`config.mk`:
```
export PLATFORM = sky130hd
export DESIGN_NAME = mcs_top
export DESIGN_NICKNAME = d
export VERILOG_FILES = /design/src/rtl/mcs_pkg.sv /design/src/rtl/mcs_chan_scan.sv /design/src/rtl/mcs_result_store.sv /design/src/rtl/mcs_top.sv
export VERILOG_INCLUDE_DIRS = /design/src /design/src/rtl
export SDC_FILE = /design/constraint.sdc
export NUM_CORES = 1
export LEC_CHECK = 0
export ABC_AREA = 1
export ABC_CLOCK_PERIOD_IN_PS = 3000
export BUFFER_PORTS_ARGS = -buffer_cell sky130_fd_sc_hd__buf_2
export CAP_MARGIN = 40
export CORE_UTILIZATION = 35
export DETAILED_ROUTE_END_ITERATION = 16
export SLEW_MARGIN = 20
export SYNTH_ARGS = -nofsm -noshare
export SYNTH_HDL_FRONTEND = slang
export SYNTH_SLANG_ARGS = --single-unit
```
`constraint.sdc`:
```
create_clock -name CLK -period 3 [get_ports CLK]
set_input_delay 0.6 -clock CLK [delete_from_list [all_inputs] [get_ports CLK]]
set_output_delay 0.6 -clock CLK [all_outputs]
set_load 0.02 [all_outputs]
```
`src/rtl/mcs_defs.svh`:
```
`ifndef MCS_DEFS_SVH
`define MCS_DEFS_SVH
// ----------------------------------------
// register offsets
// ----------------------------------------
`define MCS_OFS_LOWER 8'h05
`define MCS_OFS_UPPER 8'h06
`define MCS_OFS_GEN 8'h07
`define MCS_OFS_FUSE 8'h08
`define MCS_OFS_CTRL 8'h0a
`define MCS_OFS_STAT 8'h0b
`define MCS_OFS_RESULT 8'h20
`define MCS_RES_LAST 8'h3c
// ----------------------------------------
// reset values and write masks
// ----------------------------------------
`define MCS_LOWER_RST 16'hffff
`define MCS_UPPER_RST 16'h0001
`define MCS_GEN_RST 16'h0001
`define MCS_FUSE_RST 16'h0000
`define MCS_CTRL_RST 16'h0000
`define MCS_UPPER_WMASK 16'h003f
`define MCS_GEN_WMASK 16'hf1ff
`define MCS_CTRL_WMASK 16'h003e
`define MCS_WORD_ZERO 16'h0000
// ----------------------------------------
// field positions
// ----------------------------------------
`define MCS_UP_CELL17 0
`define MCS_GEN_PACK 0
`define MCS_GEN_TH_LO 1
`define MCS_GEN_TH_HI 5
`define MCS_GEN_MID 6
`define MCS_GEN_PIN1 7
`define MCS_GEN_PIN2 8
`define MCS_GEN_CORE 12
`define MCS_GEN_EXT 13
`define MCS_GEN_VREF2 14
`define MCS_FUSE_VOLT 8
`define MCS_FUSE_CURR 0
`define MCS_CTRL_START 0
`define MCS_CTRL_CONT 1
`define MCS_CTRL_P1_OD 2
`define MCS_CTRL_P1_IE 3
`define MCS_CTRL_P2_OD 4
`define MCS_CTRL_P2_IE 5
`define MCS_STAT_BUSY 0
`define MCS_STAT_PAD 7'h00
// ----------------------------------------
// channels
// ----------------------------------------
`define MCS_CHANS 29
`define MCS_CH_CELL17 5'h10
`define MCS_CH_VREF2 5'h1c
`define MCS_CNT_ZERO 8'h00
`define MCS_CNT_ONE 8'h01
`endif

```
`src/rtl/mcs_pkg.sv`:
```
`include "mcs_defs.svh"
package mcs_pkg;
   typedef enum logic [1:0] {
      MCS_IDLE = 2'b00,
      MCS_PICK = 2'b01,
      MCS_CONV = 2'b11
   } mcs_state_type;
   typedef logic [`MCS_CHANS-1:0] mcs_mask_type;
endpackage : mcs_pkg

```
`src/rtl/mcs_chan_scan.sv`:
```
`timescale 1ns/1ps
`include "mcs_defs.svh"
module mcs_chan_scan (
   input wire mcs_pkg::mcs_mask_type mask,
   output logic found,
   output logic [4:0] index
);
   // lowest numbered pending channel goes first
   always_comb begin
      found = 1'b0;
      index = 5'h00;
      for (int i = `MCS_CHANS - 1; i >= 0; i--) begin
         if (mask[i]) begin
            found = 1'b1;
            index = 5'(i);
         end
      end
   end
endmodule : mcs_chan_scan

```
`src/rtl/mcs_result_store.sv`:
```
`timescale 1ns/1ps
`include "mcs_defs.svh"
module mcs_result_store (
   input wire logic clk,
   input wire logic rst,
   input wire logic we,
   input wire logic [4:0] waddr,
   input wire logic [15:0] wdata,
   input wire logic [4:0] raddr,
   output logic [15:0] rdata
);
   logic [15:0] mem [0:`MCS_CHANS-1];

   // a word only changes when its own channel finishes
   for (genvar g = 0; g < `MCS_CHANS; g++) begin : g_word
      always_ff @(posedge clk) begin
         if (rst) begin
            mem[g] <= `MCS_WORD_ZERO;
         end else if (we && waddr == 5'(g)) begin
            mem[g] <= wdata;
         end
      end
   end

   always_comb begin
      rdata = `MCS_WORD_ZERO;
      if (raddr < 5'(`MCS_CHANS)) begin
         rdata = mem[raddr];
      end
   end
endmodule : mcs_result_store

```
`src/rtl/mcs_top.sv`:
```
// Chosen here: the strobed register port.
`timescale 1ns/1ps
`include "mcs_defs.svh"
// Behaviour
// - cell seventeen converted only while upper select bit 0 is one; resets one
// - pack voltage measured only while general bit 0 is one; resets one
// - general bit 14 switches second reference monitor; resets zero
// - general bit 13 switches external regulator measurement; resets zero
// - general bit 12 switches core supply monitor; resets zero
// - general bit 6 switches mid supply monitor; resets zero
// - general bits 1 to 5 switch thermistors one to five; reset zero
// - general bit 7 switches pin one analog measurement; resets zero
// - general bit 8 switches pin two analog measurement; resets zero
// - lower select bits 15 to 0 switch cells 16 to 1; reset one
// - fuse bit 8 voltage monitor, bit 0 current monitor; reset off
module mcs_top (
   input wire logic CLK,
   input wire logic SYS_RST,
   input wire logic [7:0] ADDR,
   input wire logic [15:0] WR_DATA,
   input wire logic WR_EN,
   input wire logic RD_EN,
   output logic [15:0] RD_DATA,
   output logic CONV_REQ,
   output logic [4:0] CONV_CHAN,
   input wire logic CONV_DONE,
   input wire logic [15:0] CONV_DATA,
   output logic BUSY,
   output logic CYCLE_DONE,
   output logic [28:0] MEASURE_ON,
   output logic [15:0] FUSE_CONTROL_ONE,
   output logic FUSE_VOLTAGE_MONITOR_ENABLE,
   output logic FUSE_CURRENT_MONITOR_ENABLE,
   output logic PIN_ONE_OUTPUT_DISABLE,
   output logic PIN_ONE_INPUT_ENABLE,
   output logic PIN_TWO_OUTPUT_DISABLE,
   output logic PIN_TWO_INPUT_ENABLE
);

   // ----------------------------------------
   // register file
   // ----------------------------------------
   logic [15:0] cell_select_lower;
   logic [15:0] cell_select_upper;
   logic [15:0] general_channel_select;
   logic [15:0] fuse_control_one;
   logic [15:0] ctrl;
   logic [7:0] cycle_count;
   mcs_pkg::mcs_state_type state;
   mcs_pkg::mcs_mask_type cycle_mask;
   mcs_pkg::mcs_mask_type pending;
   logic found;
   logic [4:0] index;
   logic [15:0] res_rdata;
   logic res_we;
   logic start_go;

   function automatic logic wr_hit(input logic [7:0] ofs);
      wr_hit = WR_EN && (ADDR == ofs);
   endfunction : wr_hit

   function automatic logic in_results(input logic [7:0] a);
      in_results = (a >= `MCS_OFS_RESULT) && (a <= `MCS_RES_LAST);
   endfunction : in_results

   always_ff @(posedge CLK) begin
      if (SYS_RST) begin
         cell_select_lower <= `MCS_LOWER_RST;
      end else if (wr_hit(`MCS_OFS_LOWER)) begin
         cell_select_lower <= WR_DATA;
      end
   end

   always_ff @(posedge CLK) begin
      if (SYS_RST) begin
         cell_select_upper <= `MCS_UPPER_RST;
      end else if (wr_hit(`MCS_OFS_UPPER)) begin
         cell_select_upper <= WR_DATA & `MCS_UPPER_WMASK;
      end
   end

   always_ff @(posedge CLK) begin
      if (SYS_RST) begin
         general_channel_select <= `MCS_GEN_RST;
      end else if (wr_hit(`MCS_OFS_GEN)) begin
         general_channel_select <= WR_DATA & `MCS_GEN_WMASK;
      end
   end

   always_ff @(posedge CLK) begin
      if (SYS_RST) begin
         fuse_control_one <= `MCS_FUSE_RST;
      end else if (wr_hit(`MCS_OFS_FUSE)) begin
         fuse_control_one <= WR_DATA;
      end
   end

   // start bit is a strobe and is never stored
   always_ff @(posedge CLK) begin
      if (SYS_RST) begin
         ctrl <= `MCS_CTRL_RST;
      end else if (wr_hit(`MCS_OFS_CTRL)) begin
         ctrl <= WR_DATA & `MCS_CTRL_WMASK;
      end
   end

   always_ff @(posedge CLK) begin
      if (SYS_RST) begin
         RD_DATA <= `MCS_WORD_ZERO;
      end else if (RD_EN) begin
         case (ADDR)
            `MCS_OFS_LOWER: begin
               RD_DATA <= cell_select_lower;
            end
            `MCS_OFS_UPPER: begin
               RD_DATA <= cell_select_upper;
            end
            `MCS_OFS_GEN: begin
               RD_DATA <= general_channel_select;
            end
            `MCS_OFS_FUSE: begin
               RD_DATA <= fuse_control_one;
            end
            `MCS_OFS_CTRL: begin
               RD_DATA <= ctrl;
            end
            `MCS_OFS_STAT: begin
               RD_DATA <= {cycle_count, `MCS_STAT_PAD, BUSY};
            end
            default: begin
               RD_DATA <= in_results(ADDR) ? res_rdata : `MCS_WORD_ZERO;
            end
         endcase
      end else begin
         RD_DATA <= `MCS_WORD_ZERO;
      end
   end

   // ----------------------------------------
   // select outputs
   // ----------------------------------------
   // cells one to sixteen
   assign MEASURE_ON[15:0] = cell_select_lower;
   assign MEASURE_ON[16] = cell_select_upper[`MCS_UP_CELL17];
   assign MEASURE_ON[17] = general_channel_select[`MCS_GEN_PACK];
   assign MEASURE_ON[22:18] = general_channel_select[`MCS_GEN_TH_HI:`MCS_GEN_TH_LO];
   assign MEASURE_ON[23] = general_channel_select[`MCS_GEN_MID];
   assign MEASURE_ON[24] = general_channel_select[`MCS_GEN_PIN1];
   assign MEASURE_ON[25] = general_channel_select[`MCS_GEN_PIN2];
   assign MEASURE_ON[26] = general_channel_select[`MCS_GEN_CORE];
   assign MEASURE_ON[27] = general_channel_select[`MCS_GEN_EXT];
   assign MEASURE_ON[28] = general_channel_select[`MCS_GEN_VREF2];

   assign FUSE_CONTROL_ONE = fuse_control_one;
   assign FUSE_VOLTAGE_MONITOR_ENABLE = fuse_control_one[`MCS_FUSE_VOLT];
   assign FUSE_CURRENT_MONITOR_ENABLE = fuse_control_one[`MCS_FUSE_CURR];
   // the pin bits are not interlocked with the analog selects: software orders them
   assign PIN_ONE_OUTPUT_DISABLE = ctrl[`MCS_CTRL_P1_OD];
   assign PIN_ONE_INPUT_ENABLE = ctrl[`MCS_CTRL_P1_IE];
   assign PIN_TWO_OUTPUT_DISABLE = ctrl[`MCS_CTRL_P2_OD];
   assign PIN_TWO_INPUT_ENABLE = ctrl[`MCS_CTRL_P2_IE];

   // ----------------------------------------
   // measurement sequencer
   // ----------------------------------------
   assign start_go = (state == mcs_pkg::MCS_IDLE) &&
                     ((wr_hit(`MCS_OFS_CTRL) && WR_DATA[`MCS_CTRL_START]) ||
                      ctrl[`MCS_CTRL_CONT]);
   assign BUSY = (state != mcs_pkg::MCS_IDLE);
   assign res_we = (state == mcs_pkg::MCS_CONV) && CONV_DONE;

   always_ff @(posedge CLK) begin
      if (SYS_RST) begin
         state <= mcs_pkg::MCS_IDLE;
      end else begin
         case (state)
            mcs_pkg::MCS_IDLE: begin
               if (start_go) begin
                  state <= mcs_pkg::MCS_PICK;
               end
            end
            mcs_pkg::MCS_PICK: begin
               state <= found ? mcs_pkg::MCS_CONV : mcs_pkg::MCS_IDLE;
            end
            mcs_pkg::MCS_CONV: begin
               if (CONV_DONE) begin
                  state <= mcs_pkg::MCS_PICK;
               end
            end
            default: begin
               state <= mcs_pkg::MCS_IDLE;
            end
         endcase
      end
   end

   // snapshot per cycle
   // selects written mid cycle wait for the next cycle so a sweep stays coherent
   always_ff @(posedge CLK) begin
      if (SYS_RST) begin
         cycle_mask <= '0;
         pending <= '0;
      end else if (start_go) begin
         cycle_mask <= MEASURE_ON;
         pending <= MEASURE_ON;
      end else if (state == mcs_pkg::MCS_PICK && found) begin
         pending[index] <= 1'b0;
      end
   end

   always_ff @(posedge CLK) begin
      if (SYS_RST) begin
         CONV_REQ <= 1'b0;
         CONV_CHAN <= 5'h00;
      end else begin
         CONV_REQ <= (state == mcs_pkg::MCS_PICK) && found;
         if (state == mcs_pkg::MCS_PICK && found) begin
            CONV_CHAN <= index;
         end
      end
   end

   always_ff @(posedge CLK) begin
      if (SYS_RST) begin
         cycle_count <= `MCS_CNT_ZERO;
         CYCLE_DONE <= 1'b0;
      end else begin
         CYCLE_DONE <= (state == mcs_pkg::MCS_PICK) && !found;
         if (state == mcs_pkg::MCS_PICK && !found) begin
            cycle_count <= cycle_count + `MCS_CNT_ONE;
         end
      end
   end

   mcs_chan_scan u_scan (
      .mask(pending),
      .found(found),
      .index(index)
   );

   mcs_result_store u_store (
      .clk(CLK),
      .rst(SYS_RST),
      .we(res_we),
      .waddr(CONV_CHAN),
      .wdata(CONV_DATA),
      .raddr(5'(ADDR - `MCS_OFS_RESULT)),
      .rdata(res_rdata)
   );
endmodule : mcs_top

```
======== Yosys cells after proc, flatten, opt, wreduce, memory -nomap -nowiden ========
Memory sizes are Yosys's and may differ from the RTL's.
Cells that the tools add are included.
operators by class
  reductions and logical operators ........ 49
  bitwise operators ....................... 32
  add/sub/neg operators ................... 2
  magnitude comparators ................... 5
  multiplexer cells ....................... 187
  eq/ne operators ......................... 38
operators by type and width
  operator                                                                              number
  16-bit two-way mux                                                                    31
  5-bit two-way mux                                                                     29
  1-bit two-way mux                                                                     119
  16-bit one-hot mux with 6 select lines                                                1
  5-bit equality test (second input constant)                                           13
  29-bit two-way mux                                                                    2
  1-bit logical AND                                                                     41
  5-bit by 4-bit equality test with 1-bit output (second input constant)                8
  29-bit bitwise AND                                                                    1
  29-bit inverter                                                                       1
  1-bit bitwise OR                                                                      29
  8-bit by 3-bit equality test with 1-bit output (second input constant)                3
  8-bit by 4-bit equality test with 1-bit output (second input constant)                3
  5-bit by 3-bit equality test with 1-bit output (second input constant)                4
  5-bit by 2-bit equality test with 1-bit output (second input constant)                2
  8-bit by 1-bit adder with 8-bit output (second input constant)                        1
  8-bit by 6-bit greater-or-equal comparator with 1-bit output (second input constant)  1
  8-bit by 6-bit <= comparator with 1-bit output (second input constant)                1
  5-bit by 6-bit < comparator with 1-bit output (second input constant)                 1
  2-bit two-way mux                                                                     3
  2-bit one-hot mux with 3 select lines                                                 1
  1-bit demux with 5-bit select                                                         1
  5-bit by 1-bit equality test with 1-bit output (second input constant)                1
  5-bit by 1-bit greater-or-equal comparator with 1-bit output (second input constant)  1
  13 further kinds                                                                      15
storage, ports and cells
  memories kept ........................... 1
  bits of input ports ..................... 45
  RAM bits ................................ 464
  output and inout port bits .............. 75
  logic and storage cells ................. 326
  register bits ........................... 118
memories
  memory       words  bits a word  rd ports  clocked after memory_dff  wr ports  RTL line                RTL
  u_store.mem  29     16           1         0                         29        mcs_result_store.sv:12  logic [15:0] mem [0:`MCS_CHANS-1];

======== Depth between registers and ports, before layout ========
  word-level depth ........................ 37
  depth in mapped cells ................... 31
  gate-level depth less buffers ........... 31

======== Modules after synthesis ========
From an unflattened synthesis, not the netlist that was laid out.
unflattened totals
  cell total of the unflattened synthesis .. 3423
  area total of the unflattened synthesis .. 28253.3 sq um
by module, submodules not included
  module            area each (sq um)  cells an instance  times used  sequential area each (sq um)
  mcs_result_store  22396.5            2553               1           13933.4
  mcs_top           5456.5             772                1           2362.3
  mcs_chan_scan     400.4              98                 1           0.0

======== Worst setup path after synthesis ========
No wires, ideal clock.
  kind .................................... in2reg
  start ................................... input port CONV_DONE
  end ..................................... memory u_store.mem[0][0] (enable)
  data required time ...................... 2.589 ns
  setup slack ............................. 0.368 ns
  stages on the path ...................... 4
  setup time .............................. 0.411 ns
  buffers on the path ..................... 0
  arrival ................................. 2.221 ns
  cells stage by stage .................... nand2_1 > nor2_1 > inv_1 > o21ai_0
RTL lines
  what         RTL line                RTL
  from (decl)  mcs_top.sv:26           input wire logic CONV_DONE,
  to (decl)    mcs_result_store.sv:12

==> metrics <==
crit path max fanout 16; Worst-path clk slew 0.06 ns; dpl cells 3532; final net count 2694; Seq/Total Area, Yosys 64.2%; Final min period 2.62 ns; Final Max Tran Viols 0; Buffers on Ports 119; Worst VDD drop 0.482 mV; RSZ-0062 raised after global routing no; Cell Pwr Density 619 mW/mm^2; core area 0.0716 mm^2; Crit path required time 3.47 ns; Seq cells post-synth 582; Final period util 87.2%; H-tree depth 2; first-pass iteration count of the detailed router 6; max_slew headroom 37.9%; clk_lat worst skew 0.64 ns; die area 0.0736 mm^2; Post-synth EDFFs 464; final setup violation count 0; Overflow after GRT 0; cts hold-fix bufs 0; Power, Total 18400 uW; most instantiated cells after synthesis nor2_1, edfxtp_1, nand2_1; final std cells w/o fill 3643; Max-Cap Viols 0; synth unique cells 44; Post CTS Setup Buffer Count 0; Post-Syn Area 0.0254 mm^2; Synth area leaders edfxtp_1, dfxtp_1, nor2_1, nand2_1, nand3_1; top-area cell type share of the netlist area 54.9%; cell row count 98; skew final 0.0218 ns; DRC 0; leakage power 0.0112 uW; vias in the first global route 18900; largest net degree at the start of global routing 65; Die Ht 271 um; area leader, netlist edfxtp_1; Mapped Avg Cell Area 10.1 um^2; die width 271 um; first-pass GRT wire length 119 mm; Syn. warnings 0; status finished, final reports clean; Worst Tran Pin Value 0.908 ns; ys async rst share 0%; io pins 120; share of post-route cells with drive strength above 1 15.1%; GRT Util Overall 21.2%; Iter 0 DRT Violations 2396; final hold vios 0; worst hold-check path type in -> reg; CP arrival 3.09 ns; n_diodes 0; syn_nets 2572; WHS 0.219 ns; via count 20000; CTS sink count 582; post-cts sizing count 0; placer congestion estimate 0.900; Syn Inst Count 2522; Vias/cell 5.50; area growth from synthesis to layout 17.1%; placed cell areas 0.0276 mm^2; detailed placer's ending HPWL 51.5 mm; Critical Path Sink Type flip-flop; Fill cells 6813; count leader, synth nor2_1; post-route core utilization 41.5%; ANT nets after route 0; Initial Util 35.4%; WL final 79.9 mm; fin area 0.0297 mm^2; Clock Path Buffers 3; wire per inst 21.9 um; CP Class reg -> reg; CP startpoint kind flip-flop; CTS tree yes; ys flop type edfxtp_1; CTS Root Cell clkbuf_16; initial antenna violation count 2; CTS Buf Count 59; f_max 382 MHz
## power by group
| part | switching [uW] | internal [uW] |
|---|---|---|
| registers | 93.9 | 8940 |
| clock network | 3210 | 4720 |
| logic | 1050 | 376 |
| total | 4350 | 14000 |
## final timing paths
path / start / end / slack, ns / depth (start not counted)
max: CONV_CHAN[0] / u_store.mem[1][12] / 0.38 / 6
min: WR_DATA[9] / FUSE_CONTROL_ONE[9] / 0.22 / 3
max reg2reg: CONV_CHAN[0] / u_store.mem[1][12] / 0.38 / 6
min reg2reg: cycle_count[6] / cycle_count[6] / 0.46 / 1
## cell type report
type | count | area, um^2 | area share (%)
multi-input cells | 1609 | 7780 | 26.2
flip-flops and latches | 582 | 16300 | 54.9
inverters | 121 | 457 | 1.54
well taps | 950 | 1190 | 4.00
repair buffers | 271 | 1880 | 6.34
clock buffers | 67 | 1540 | 5.18
clock inverters | 43 | 558 | 1.88
## layer usage
layer	global-route usage, %	vias up	routed length, um
li1	-	9071	-
met1	29.1	9883	33600
met2	34.6	918	37700
met3	2.95	155	5970
met4	7.20	2	2630
met5	0	-	10
## flip-flops by register name (all words and copies together) (netlist names), 2 cells and up
| register | flops |
|---|---|
| cell_select_upper | 6 |
| cycle_count | 8 |
| cell_select_lower | 16 |
| ctrl | 5 |
| CONV_CHAN | 5 |
| FUSE_CONTROL_ONE | 16 |
| general_channel_select | 13 |
| u_store.mem | 464 |
| state | 2 |
| RD_DATA | 16 |
| pending | 29 |
## cell families (layout without fill, tap and decap cells)
logic type	count (synthesis)	after routing	share of synthesized area, %
AOI/OAI and AO/OA	416	416	10.6
adders and majority gates	5	5	0.247
buffers and inverters	331	502	5.22
DFF	582	582	64.2
and+or+nand+nor	1188	1188	19.7
## metrics by stage
stage / worst slack (ns) / TNS [ns]
floorplan: 0.368 / 0
global placement: -0.0733 / -0.0733
detailed placement: -0.0859 / -0.0859
CTS: 0.424 / 0
global route: 0.0338 / 0
finish: 0.384 / 0
## critical path: stages (launching register included)
cell,delay (ns)
dfxtp_1,0.61
inv_1,0.14
nor2_1,0.31
inv_1,0.15
nor2_1,0.33
nand3_1,0.60
nor2_1,0.29
## cells in the final DEF (no fill, tap or decap), types with 3 or more instances in the layout
| cell type | n |
|---|---|
| inv_2 | 4 |
| nor2_1 | 548 |
| nor2_4 | 4 |
| a2111oi_1 | 3 |
| buf_12 | 11 |
| inv_1 | 114 |
| a22oi_1 | 111 |
| a21oi_2 | 6 |
| buf_4 | 142 |
| nand2_2 | 9 |
| nand2_8 | 3 |
| nand3_1 | 248 |
| a221oi_1 | 26 |
| clkinv_1 | 13 |
| clkbuf_16 | 60 |
| nor3_1 | 6 |
| buf_2 | 117 |
| nand3_2 | 7 |
| o211ai_1 | 4 |
| o21ai_1 | 4 |
| a31oi_1 | 69 |
| ha_1 | 5 |
| o21ai_0 | 69 |
| o22ai_1 | 8 |
| nor2_2 | 4 |
| nand2_1 | 332 |
| bufinv_16 | 12 |
| edfxtp_1 | 464 |
| clkbuf_1 | 6 |
| clkinv_2 | 13 |
| nand4_1 | 13 |
| a21oi_1 | 91 |
| a2111oi_0 | 13 |
| nor4_1 | 8 |
| a41oi_1 | 6 |
| dfxtp_1 | 118 |
(Power assumes the default switching activity.)
